$ cat src/rtl/pbc_regs.vh
// register offsets, field positions, reset values and timing counts for the control register
`ifndef PBC_REGS_VH
`define PBC_REGS_VH

// ****************************************
// register map
// ****************************************
`define PBC_CTRL_ADDR 5'h00
`define PBC_CTRL_RESET 16'h0000

// ****************************************
// field positions
// ****************************************
`define PBC_BIT_SW_RESET 15
`define PBC_BIT_LOOPBACK 14
`define PBC_BIT_SPEED 13
`define PBC_BIT_AN_EN 12
`define PBC_BIT_PWRDN 11
`define PBC_BIT_ISOLATE 10
`define PBC_BIT_AN_RESTART 9
`define PBC_BIT_DUPLEX 8
`define PBC_BIT_COL_TEST 7

// ****************************************
// timing
// ****************************************
`define PBC_CLK_PERIOD_NS 50
`define PBC_SW_RESET_NS 25000
// 25 us at 50 ns per clock; recount if the clock changes
`define PBC_SW_RESET_CYCLES 10'h1f4
`define PBC_STRAP_SETTLE_CYCLES 10'h003

`endif

$ cat src/rtl/pbc_mii_path.v
// mii pin steering for loopback, isolate, powerdown and collision test
`timescale 1ns/1ps
`default_nettype none

module pbc_mii_path (
  input wire ref_clk,
  input wire reset_n,
  input wire loopback,
  input wire isolate,
  input wire powerdown,
  input wire col_test,
  input wire [3:0] mac_txd,
  input wire mac_tx_en,
  input wire mac_tx_er,
  input wire [3:0] pcs_rxd,
  input wire pcs_rx_dv,
  input wire pcs_rx_er,
  input wire pcs_col,
  input wire pcs_crs,
  input wire pcs_tx_clk,
  input wire pcs_rx_clk,
  output reg [3:0] pcs_txd,
  output reg pcs_tx_en,
  output reg pcs_tx_er,
  output wire twisted_pair_tx_oe,
  output wire led_oe,
  output reg [3:0] mii_rxd,
  output reg mii_rx_dv,
  output reg mii_rx_er,
  output reg mii_col,
  output reg mii_crs,
  output reg mii_tx_clk,
  output reg mii_rx_clk,
  output wire mii_out_oe
);

  // ****************************************
  // pin isolation
  // ****************************************
  wire mii_cut;
  assign mii_cut = isolate | powerdown;
  assign mii_out_oe = ~mii_cut;
  // loopback keeps the line quiet so looped frames never reach the partner
  assign twisted_pair_tx_oe = ~(loopback | powerdown);
  assign led_oe = ~powerdown;

  // ****************************************
  // datapath registers
  // ****************************************
  always @(posedge ref_clk or negedge reset_n) begin
    if (!reset_n) begin
      pcs_txd <= 4'h0;
      pcs_tx_en <= 1'b0;
      pcs_tx_er <= 1'b0;
      mii_rxd <= 4'h0;
      mii_rx_dv <= 1'b0;
      mii_rx_er <= 1'b0;
      mii_col <= 1'b0;
      mii_crs <= 1'b0;
      mii_tx_clk <= 1'b0;
      mii_rx_clk <= 1'b0;
    end else begin
      // an isolated port ignores everything the mac drives
      pcs_txd <= (mii_cut | loopback) ? 4'h0 : mac_txd;
      pcs_tx_en <= ~mii_cut & ~loopback & mac_tx_en;
      pcs_tx_er <= ~mii_cut & ~loopback & mac_tx_er;
      mii_tx_clk <= pcs_tx_clk;
      mii_rx_clk <= pcs_rx_clk;
      mii_crs <= loopback ? mac_tx_en : pcs_crs;
      if (loopback) begin
        mii_rxd <= mac_txd;
        mii_rx_dv <= mac_tx_en;
        mii_rx_er <= mac_tx_er;
      end else begin
        mii_rxd <= pcs_rxd;
        mii_rx_dv <= pcs_rx_dv;
        mii_rx_er <= pcs_rx_er;
      end
      mii_col <= (loopback ? 1'b0 : pcs_col) | (col_test & mac_tx_en);
    end
  end

endmodule

`default_nettype wire

$ cat src/rtl/pbc_ctrl.v
// basic control register of the phy with strap defaults and datapath side effects
//
// What this block does
// - writing bit 15 starts whole-phy soft reset
// - soft reset re-samples every configuration strap
// - soft reset lasts 25 us, bit reads one
// - loopback disconnects twisted pair transmit outputs
// - loopback returns mac transmit nibbles to receive
// - loopback phy speed from enable and speed bits
// - manual speed bit 13 unless autonegotiation on
// - speed defaults one unless three straps low
// - bit 12 picks autonegotiated or manual mode
// - autonegotiation enable defaults from its strap
// - powerdown tri-states line, leds, isolates mii
// - hardware reset clears the powerdown bit
// - isolate ignores mac inputs, floats mii outputs
// - management access keeps working while isolated
// - isolate defaults one when strapped address zero
// - restart bit starts autonegotiation when enabled
// - restart bit clears after autonegotiation completes
// - manual duplex bit 8 selects full or half
// - duplex defaults from straps when autonegotiation off
// - collision test raises col with tx enable
// - hardware reset latches five address straps
`timescale 1ns/1ps
`default_nettype none
`include "pbc_regs.vh"

module pbc_ctrl (
  input wire ref_clk,
  input wire reset_n,
  input wire autoneg_strap,
  input wire fast_full_duplex_strap,
  input wire fast_half_duplex_strap,
  input wire slow_full_duplex_strap,
  input wire [4:0] phy_addr_strap,
  input wire [4:0] mgmt_reg_addr,
  input wire mgmt_wr_en,
  input wire [15:0] mgmt_wr_data,
  input wire mgmt_rd_en,
  output reg [15:0] mgmt_rd_data_ff,
  output reg mgmt_rd_valid_ff,
  output reg [4:0] phy_addr_ff,
  input wire an_done,
  input wire an_speed_100,
  input wire an_full_duplex,
  output reg an_restart_ff,
  output reg an_enable_ff,
  output reg link_speed_100_ff,
  output reg link_full_duplex_ff,
  output reg soft_reset_ff,
  input wire [3:0] mac_txd,
  input wire mac_tx_en,
  input wire mac_tx_er,
  input wire [3:0] pcs_rxd,
  input wire pcs_rx_dv,
  input wire pcs_rx_er,
  input wire pcs_col,
  input wire pcs_crs,
  input wire pcs_tx_clk,
  input wire pcs_rx_clk,
  output wire [3:0] pcs_txd,
  output wire pcs_tx_en,
  output wire pcs_tx_er,
  output wire twisted_pair_tx_oe,
  output wire led_oe,
  output wire [3:0] mii_rxd,
  output wire mii_rx_dv,
  output wire mii_rx_er,
  output wire mii_col,
  output wire mii_crs,
  output wire mii_tx_clk,
  output wire mii_rx_clk,
  output wire mii_out_oe
);

  // ****************************************
  // states and constants
  // ****************************************
  localparam [1:0] ST_STRAP = 2'b00;
  localparam [1:0] ST_RUN = 2'b01;
  localparam [1:0] ST_SWRST = 2'b10;
  localparam [9:0] SWRST_LAST = `PBC_SW_RESET_CYCLES - 10'h001;
  localparam [9:0] STRAP_LAST = `PBC_STRAP_SETTLE_CYCLES - 10'h001;

  // ****************************************
  // strap synchronisers
  // ****************************************
  wire [8:0] strap_pins;
  wire [8:0] strap_sync;
  reg [8:0] strap_meta_ff;
  reg [8:0] strap_sync_ff;
  assign strap_pins = {phy_addr_strap, slow_full_duplex_strap, fast_half_duplex_strap,
                       fast_full_duplex_strap, autoneg_strap};

  genvar gi;
  generate
    for (gi = 0; gi < 9; gi = gi + 1) begin : g_strap_sync
      always @(posedge ref_clk or negedge reset_n) begin
        if (!reset_n) begin
          strap_meta_ff[gi] <= 1'b0;
          strap_sync_ff[gi] <= 1'b0;
        end else begin
          strap_meta_ff[gi] <= strap_pins[gi];
          strap_sync_ff[gi] <= strap_meta_ff[gi];
        end
      end
    end
  endgenerate
  assign strap_sync = strap_sync_ff;

  // ****************************************
  // decode helpers
  // ****************************************
  function ctrl_hit;
    input [4:0] addr;
    begin
      ctrl_hit = (addr == `PBC_CTRL_ADDR);
    end
  endfunction

  // ****************************************
  // register state
  // ****************************************
  reg [1:0] state_ff;
  reg [1:0] nxt_state;
  reg [9:0] cnt_ff;
  reg [9:0] nxt_cnt;
  reg loopback_ff;
  reg nxt_loopback;
  reg speed_ff;
  reg nxt_speed;
  reg an_en_ff;
  reg nxt_an_en;
  reg pwrdn_ff;
  reg nxt_pwrdn;
  reg isolate_ff;
  reg nxt_isolate;
  reg restart_ff;
  reg nxt_restart;
  reg duplex_ff;
  reg nxt_duplex;
  reg col_test_ff;
  reg nxt_col_test;
  reg [4:0] nxt_phy_addr;
  reg nxt_an_restart;
  reg load_defaults;
  wire wr_ctrl;
  wire s_an;
  wire s_ffd;
  wire s_fhd;
  wire s_sfd;
  wire [4:0] s_addr;
  wire [15:0] ctrl_word;

  assign s_an = strap_sync[0];
  assign s_ffd = strap_sync[1];
  assign s_fhd = strap_sync[2];
  assign s_sfd = strap_sync[3];
  assign s_addr = strap_sync[8:4];
  // writes land only in the run state, isolate and powerdown do not block them
  assign wr_ctrl = mgmt_wr_en & ctrl_hit(mgmt_reg_addr) & (state_ff == ST_RUN);

  always @* begin
    nxt_state = state_ff;
    nxt_cnt = cnt_ff;
    nxt_loopback = loopback_ff;
    nxt_speed = speed_ff;
    nxt_an_en = an_en_ff;
    nxt_pwrdn = pwrdn_ff;
    nxt_isolate = isolate_ff;
    nxt_restart = restart_ff;
    nxt_duplex = duplex_ff;
    nxt_col_test = col_test_ff;
    nxt_phy_addr = phy_addr_ff;
    nxt_an_restart = 1'b0;
    load_defaults = 1'b0;
    case (state_ff)
      ST_STRAP: begin
        // wait for the synchronisers to carry real pin levels
        if (cnt_ff == STRAP_LAST) begin
          load_defaults = 1'b1;
          nxt_state = ST_RUN;
          nxt_cnt = 10'h000;
        end else begin
          nxt_cnt = cnt_ff + 10'd1;
        end
      end
      ST_RUN: begin
        if (wr_ctrl && mgmt_wr_data[`PBC_BIT_SW_RESET]) begin
          nxt_state = ST_SWRST;
          nxt_cnt = 10'h000;
          nxt_loopback = 1'b0;
          nxt_pwrdn = 1'b0;
          nxt_restart = 1'b0;
          nxt_col_test = 1'b0;
        end else if (wr_ctrl) begin
          // bits 6..0 have no storage, so written values vanish
          nxt_loopback = mgmt_wr_data[`PBC_BIT_LOOPBACK];
          nxt_speed = mgmt_wr_data[`PBC_BIT_SPEED];
          nxt_an_en = mgmt_wr_data[`PBC_BIT_AN_EN];
          nxt_pwrdn = mgmt_wr_data[`PBC_BIT_PWRDN];
          nxt_isolate = mgmt_wr_data[`PBC_BIT_ISOLATE];
          nxt_duplex = mgmt_wr_data[`PBC_BIT_DUPLEX];
          nxt_col_test = mgmt_wr_data[`PBC_BIT_COL_TEST];
          if (mgmt_wr_data[`PBC_BIT_AN_RESTART] && mgmt_wr_data[`PBC_BIT_AN_EN]) begin
            nxt_restart = 1'b1;
            nxt_an_restart = 1'b1;
          end else if (!mgmt_wr_data[`PBC_BIT_AN_EN]) begin
            nxt_restart = 1'b0;
          end else if (an_done) begin
            nxt_restart = 1'b0;
          end
        end else if (an_done) begin
          nxt_restart = 1'b0;
        end
      end
      ST_SWRST: begin
        // the bit reads back as one for the full count
        if (cnt_ff == SWRST_LAST) begin
          load_defaults = 1'b1;
          nxt_state = ST_RUN;
          nxt_cnt = 10'h000;
        end else begin
          nxt_cnt = cnt_ff + 10'd1;
        end
      end
      default: begin
        nxt_state = ST_STRAP;
        nxt_cnt = 10'h000;
      end
    endcase
    if (load_defaults) begin
      nxt_phy_addr = s_addr;
      nxt_an_en = s_an;
      nxt_speed = s_an | s_ffd | s_fhd;
      nxt_duplex = ~s_an & (s_ffd | s_sfd);
      nxt_isolate = (s_addr == 5'h00);
      nxt_loopback = 1'b0;
      nxt_pwrdn = 1'b0;
      nxt_restart = 1'b0;
      nxt_col_test = 1'b0;
    end
  end

  always @(posedge ref_clk or negedge reset_n) begin
    if (!reset_n) begin
      state_ff <= ST_STRAP;
      cnt_ff <= 10'h000;
      loopback_ff <= 1'b0;
      speed_ff <= 1'b0;
      an_en_ff <= 1'b0;
      pwrdn_ff <= 1'b0;
      isolate_ff <= 1'b0;
      restart_ff <= 1'b0;
      duplex_ff <= 1'b0;
      col_test_ff <= 1'b0;
      phy_addr_ff <= 5'h00;
      an_restart_ff <= 1'b0;
    end else begin
      state_ff <= nxt_state;
      cnt_ff <= nxt_cnt;
      loopback_ff <= nxt_loopback;
      speed_ff <= nxt_speed;
      an_en_ff <= nxt_an_en;
      pwrdn_ff <= nxt_pwrdn;
      isolate_ff <= nxt_isolate;
      restart_ff <= nxt_restart;
      duplex_ff <= nxt_duplex;
      col_test_ff <= nxt_col_test;
      phy_addr_ff <= nxt_phy_addr;
      an_restart_ff <= nxt_an_restart;
    end
  end

  // ****************************************
  // read path and link configuration
  // ****************************************
  assign ctrl_word = {(state_ff == ST_SWRST), loopback_ff, speed_ff, an_en_ff, pwrdn_ff,
                      isolate_ff, restart_ff, duplex_ff, col_test_ff, 7'h00};

  always @(posedge ref_clk or negedge reset_n) begin
    if (!reset_n) begin
      mgmt_rd_data_ff <= `PBC_CTRL_RESET;
      mgmt_rd_valid_ff <= 1'b0;
      an_enable_ff <= 1'b0;
      link_speed_100_ff <= 1'b0;
      link_full_duplex_ff <= 1'b0;
      soft_reset_ff <= 1'b0;
    end else begin
      mgmt_rd_valid_ff <= mgmt_rd_en;
      if (mgmt_rd_en) begin
        mgmt_rd_data_ff <= ctrl_hit(mgmt_reg_addr) ? ctrl_word : 16'h0000;
      end
      an_enable_ff <= an_en_ff;
      // manual bits only count while autonegotiation is off
      link_speed_100_ff <= an_en_ff ? an_speed_100 : speed_ff;
      link_full_duplex_ff <= an_en_ff ? an_full_duplex : duplex_ff;
      soft_reset_ff <= (nxt_state == ST_SWRST);
    end
  end

  // ****************************************
  // mii side effects
  // ****************************************
  // loopback speed follows link_speed_100_ff; software keeps autoneg off meanwhile
  pbc_mii_path u_mii_path (
    .ref_clk(ref_clk),
    .reset_n(reset_n),
    .loopback(loopback_ff),
    .isolate(isolate_ff),
    .powerdown(pwrdn_ff),
    .col_test(col_test_ff),
    .mac_txd(mac_txd),
    .mac_tx_en(mac_tx_en),
    .mac_tx_er(mac_tx_er),
    .pcs_rxd(pcs_rxd),
    .pcs_rx_dv(pcs_rx_dv),
    .pcs_rx_er(pcs_rx_er),
    .pcs_col(pcs_col),
    .pcs_crs(pcs_crs),
    .pcs_tx_clk(pcs_tx_clk),
    .pcs_rx_clk(pcs_rx_clk),
    .pcs_txd(pcs_txd),
    .pcs_tx_en(pcs_tx_en),
    .pcs_tx_er(pcs_tx_er),
    .twisted_pair_tx_oe(twisted_pair_tx_oe),
    .led_oe(led_oe),
    .mii_rxd(mii_rxd),
    .mii_rx_dv(mii_rx_dv),
    .mii_rx_er(mii_rx_er),
    .mii_col(mii_col),
    .mii_crs(mii_crs),
    .mii_tx_clk(mii_tx_clk),
    .mii_rx_clk(mii_rx_clk),
    .mii_out_oe(mii_out_oe)
  );

endmodule

`default_nettype wire

$ cat config.mk
export PLATFORM = sky130hd
export DESIGN_NAME = pbc_ctrl
export DESIGN_NICKNAME = d
export VERILOG_FILES = /design/src/rtl/pbc_mii_path.v /design/src/rtl/pbc_ctrl.v
export VERILOG_INCLUDE_DIRS = /design/src /design/src/rtl
export SDC_FILE = /design/constraint.sdc
export NUM_CORES = 1
export LEC_CHECK = 0
export BUFFER_PORTS_ARGS = -buffer_cell sky130_fd_sc_hd__buf_2
export CORE_ASPECT_RATIO = 0.8
export CORE_MARGIN = 5
export CORE_UTILIZATION = 52
export CTS_BUF_LIST = sky130_fd_sc_hd__clkbuf_2
export DETAILED_ROUTE_END_ITERATION = 8
export PLACE_DENSITY_LB_ADDON = 0.12
export SKIP_CTS_REPAIR_TIMING = 1
export SLEW_MARGIN = 20
export SYNTH_ARGS = -nofsm -noshare
export SYNTH_HDL_FRONTEND = slang
export SYNTH_SLANG_ARGS = --single-unit
$ cat constraint.sdc
create_clock -name ref_clk -period 2.4 [get_ports ref_clk]
set_clock_uncertainty 0.1 [all_clocks]
set_input_delay 0.48 -clock ref_clk [delete_from_list [all_inputs] [get_ports ref_clk]]
set_output_delay 0.48 -clock ref_clk [all_outputs]
set_load 0.005 [all_outputs]
==> reports/summary.txt <==
Outcome -> complete, no violations
IO Count -> 99
IO Port Bufs -> 84
Clock sinks -> 74
Die H -> 77.33 um
Initial antenna violation count -> 0
Rel. slew slack -> 0.6070
Critical path required time -> 2.71 ns
CP Launch Type -> register
Netlist cell types -> 41
Starting Density -> 0.5391
RSZ-0062 raised after global routing -> false
Sw power -> 999.2 uW
Post-layout util -> 0.6692
Total internal power -> 2.160 mW
DRT iter0 DRCs -> 78
Final Non-Filler Cells -> 434
Placed Cells -> 407
Worst hold path class -> in -> reg
All-Layer GR Usage -> 0.1724
Layout area overhead -> 24.12%
Crit. End Element -> register
Post-DP HPWL -> 4272 um
Critical Path AT -> 2.38 ns
Critical Path Fanout Max -> 13
Worst Max-Slew Pin Slew -> 0.5842 ns
DR vias/cell -> 4.855
Row cnt -> 24
Fraction of layout cells with a size suffix above 1 -> 0.3511
Register bit total from synthesis -> 74
Remaining Overflow, GRT -> 0
# Max-Cap Violations -> 0
Mapped cell area -> 2947 sq um
Mean cell area of the mapped netlist -> 11.79 sq um
Final Hold Fails -> 0
Flop pwr share -> 0.546
Synthesized netlist cell count -> 250
Final GP Congestion -> 0.8474
Final ANT Viol Nets -> 0
Core area -> 5465 sq um
Worst Reg-to-Reg Cells -> 6
Skew-Pair Late Insertion Delay -> 0.47 ns
Residual DRC -> 0
Layout net count -> 407
Commonest non-fill, non-tap cell in the layout -> buf_2
Number of diodes -> 0
Lkg Pwr -> 1.801 nW
Via count -> 2,107
CTS buffer count -> 9
Kind of critical path -> reg -> reg
Setup TNS Final -> 0 ns
Most frequent cells in the layout -> buf_2 (83), dfrtp_1 (74), nand2_1 (18), inv_1 (18), o21ai_0 (18)
Die area -> 7281 sq um
Fin. max-slew vios -> 0
Clock-pin slew on the worst setup and hold paths -> 0.17 ns
Setup-failing EPs final -> 0
Max IR drop VDD -> 0.0006011 V
CTS tree -> done
Crit share post-route -> 0.8609
1st-pass router iterations -> 4
Final WL -> 6030 um
Max clock buf depth -> 2
First-pass GRT wire length -> 9694 um
H-tree depth -> 3
Max Clock Freq -> 484.0 MHz
Pin count of the biggest net entering global routing -> 39
Pwr Density -> 863.9 nW/um^2
Yosys Warn Count -> 0
Hold path cells -> 2
Avg WL per Cell -> 13.89 um
Die extent in x -> 94.16 um
Clock share of power -> 0.197
Vias in the first global route -> 1,992
Sw frac -> 0.3163
Sequential area share after synthesis -> 0.6285
Fin crit period -> 2.066 ns
Root Driver -> clkbuf_2
Placed instance area -> 3438 sq um
Combinational power share -> 0.257
Total power -> 3.159 mW
Post-route cell area -> 3657 sq um
critical path, stage by stage, from the launching register on:
cell and delay, ns:
dfrtp_1 0.63, nand2b_1 0.15, or4_4 0.58, buf_4 0.18
nor3b_1 0.19, a21oi_1 0.06, nor2_1 0.12
Yosys cell counts (all sizes together):
| cell | n | area [sq um] |
|---|---|---|
| dfrtp | 74 | 1852 |
| o21ai | 19 | 98.85 |
| inv | 18 | 67.56 |
| nand2 | 18 | 67.56 |
| nand3 | 14 | 70.07 |
| mux2 | 12 | 135.1 |
| nor2 | 11 | 60.06 |
| buf | 9 | 68.81 |
| a21oi | 8 | 40.04 |
| clkbuf | 8 | 40.04 |
| and2 | 6 | 37.54 |
| nor3 | 6 | 30.03 |
| mux2i | 5 | 50.05 |
| nor3b | 5 | 37.54 |
| o211ai | 5 | 37.54 |
| or4 | 4 | 37.53 |
| nand4 | 3 | 18.77 |
| or3 | 3 | 18.77 |
| a22o | 2 | 17.52 |
| and3 | 2 | 12.51 |
| ha | 2 | 25.02 |
| nand2b | 2 | 12.51 |
| nor2b | 2 | 12.51 |
| or2 | 2 | 12.51 |
| a211oi | 1 | 12.51 |
| a221oi | 1 | 15.01 |
| a31oi | 1 | 6.260 |
| and3b | 1 | 8.760 |
| and4 | 1 | 8.760 |
| conb | 1 | 3.750 |
| nor4 | 1 | 6.260 |
| nor4b | 1 | 8.760 |
| o31ai | 1 | 7.510 |
| xnor2 | 1 | 8.760 |
cell type report:
| class | instances | area, sq um |
|---|---|---|
| multi-input combinational | 147 | 940.9 |
| tap | 78 | 97.59 |
| sequential | 74 | 1852 |
| clock buffer | 11 | 55.05 |
| timing repair buffer | 102 | 600.6 |
| clock inverter | 4 | 43.79 |
| fill | 449 | 1808 |
| inverter | 18 | 67.56 |
sequential cells by signal, indices dropped and copies added, names as in the netlist, 2 cells and up:
signal and count:
strap_meta_ff 9, u_mii_path.mii_rxd 4, state_ff 2, cnt_ff 10, phy_addr_ff 5, mgmt_rd_data_ff 9
u_mii_path.pcs_txd 4, s_addr 5
power by group through the flow:
| stage | combinational (mW) | clock, mW | sequential [mW] |
|---|---|---|---|
| finish | 0.811 | 0.624 | 1.72 |
| global route | 0.913 | 0.706 | 1.77 |
| CTS | 0.811 | 0.653 | 1.72 |
| detailed placement | 0.807 | 0 | 1.75 |
| global placement | 0.782 | 0 | 1.75 |
| floorplan | 0.497 | 0 | 1.69 |
per-layer routing:
layer,routed length (um),vias up,GRT usage,share of wire
met5,0,-,0,0
met4,74,0,0.05195,0.012
met3,408,8,0.06383,0.068
met2,2677,62,0.2507,0.44
met1,2869,992,0.2431,0.48
li1,-,1045,-,-
stage by stage:
stage	worst slack (ns)	hold slack (ns)
4_1_cts	0.3342	-0.1969
6_report	0.3338	0.1138
3_5_place_dp	0.04469	0.2347
2_1_floorplan	0.2123	0.08441
5_1_grt	0.1638	0.05633
3_3_place_gp	0.09480	0.2314
path summary, 6_finish.rpt:
kind	start	endpoint	slack, ns
max in group asynchronous	reset_n	strap_meta_ff[6]$_DFF_PN0_	1.26
worst min-delay path	mac_txd[2]	u_mii_path.pcs_txd[2]$_DFF_PN0_	0.11
min in group asynchronous	reset_n	u_mii_path.mii_rx_dv$_DFF_PN0_	0.38
worst max register to register	state_ff[0]$_DFF_PN0_	loopback_ff$_DFFE_PN0P_	0.33
worst min register to register	strap_meta_ff[6]$_DFF_PN0_	s_addr[2]$_DFF_PN0_	0.26
worst max-delay path	state_ff[0]$_DFF_PN0_	loopback_ff$_DFFE_PN0P_	0.33
cell families (layout without fill, tap and decap cells):
family / Yosys count / in the layout / share of synthesized area
adder cells (fa/ha/maj): 2 / 2 / 0.008491
AND/OR/NAND/NOR: 82 / 82 / 0.1563
buffers and inverters: 35 / 135 / 0.05987
multiplexers: 17 / 17 / 0.06285
flip-flops: 74 / 74 / 0.6285
AO/OA/AOI/OAI: 38 / 38 / 0.07984
other: 1 / 7 / 0.001273
XOR/XNOR: 1 / 1 / 0.002973
No activity file was read; power rests on OpenSTA's default activity.
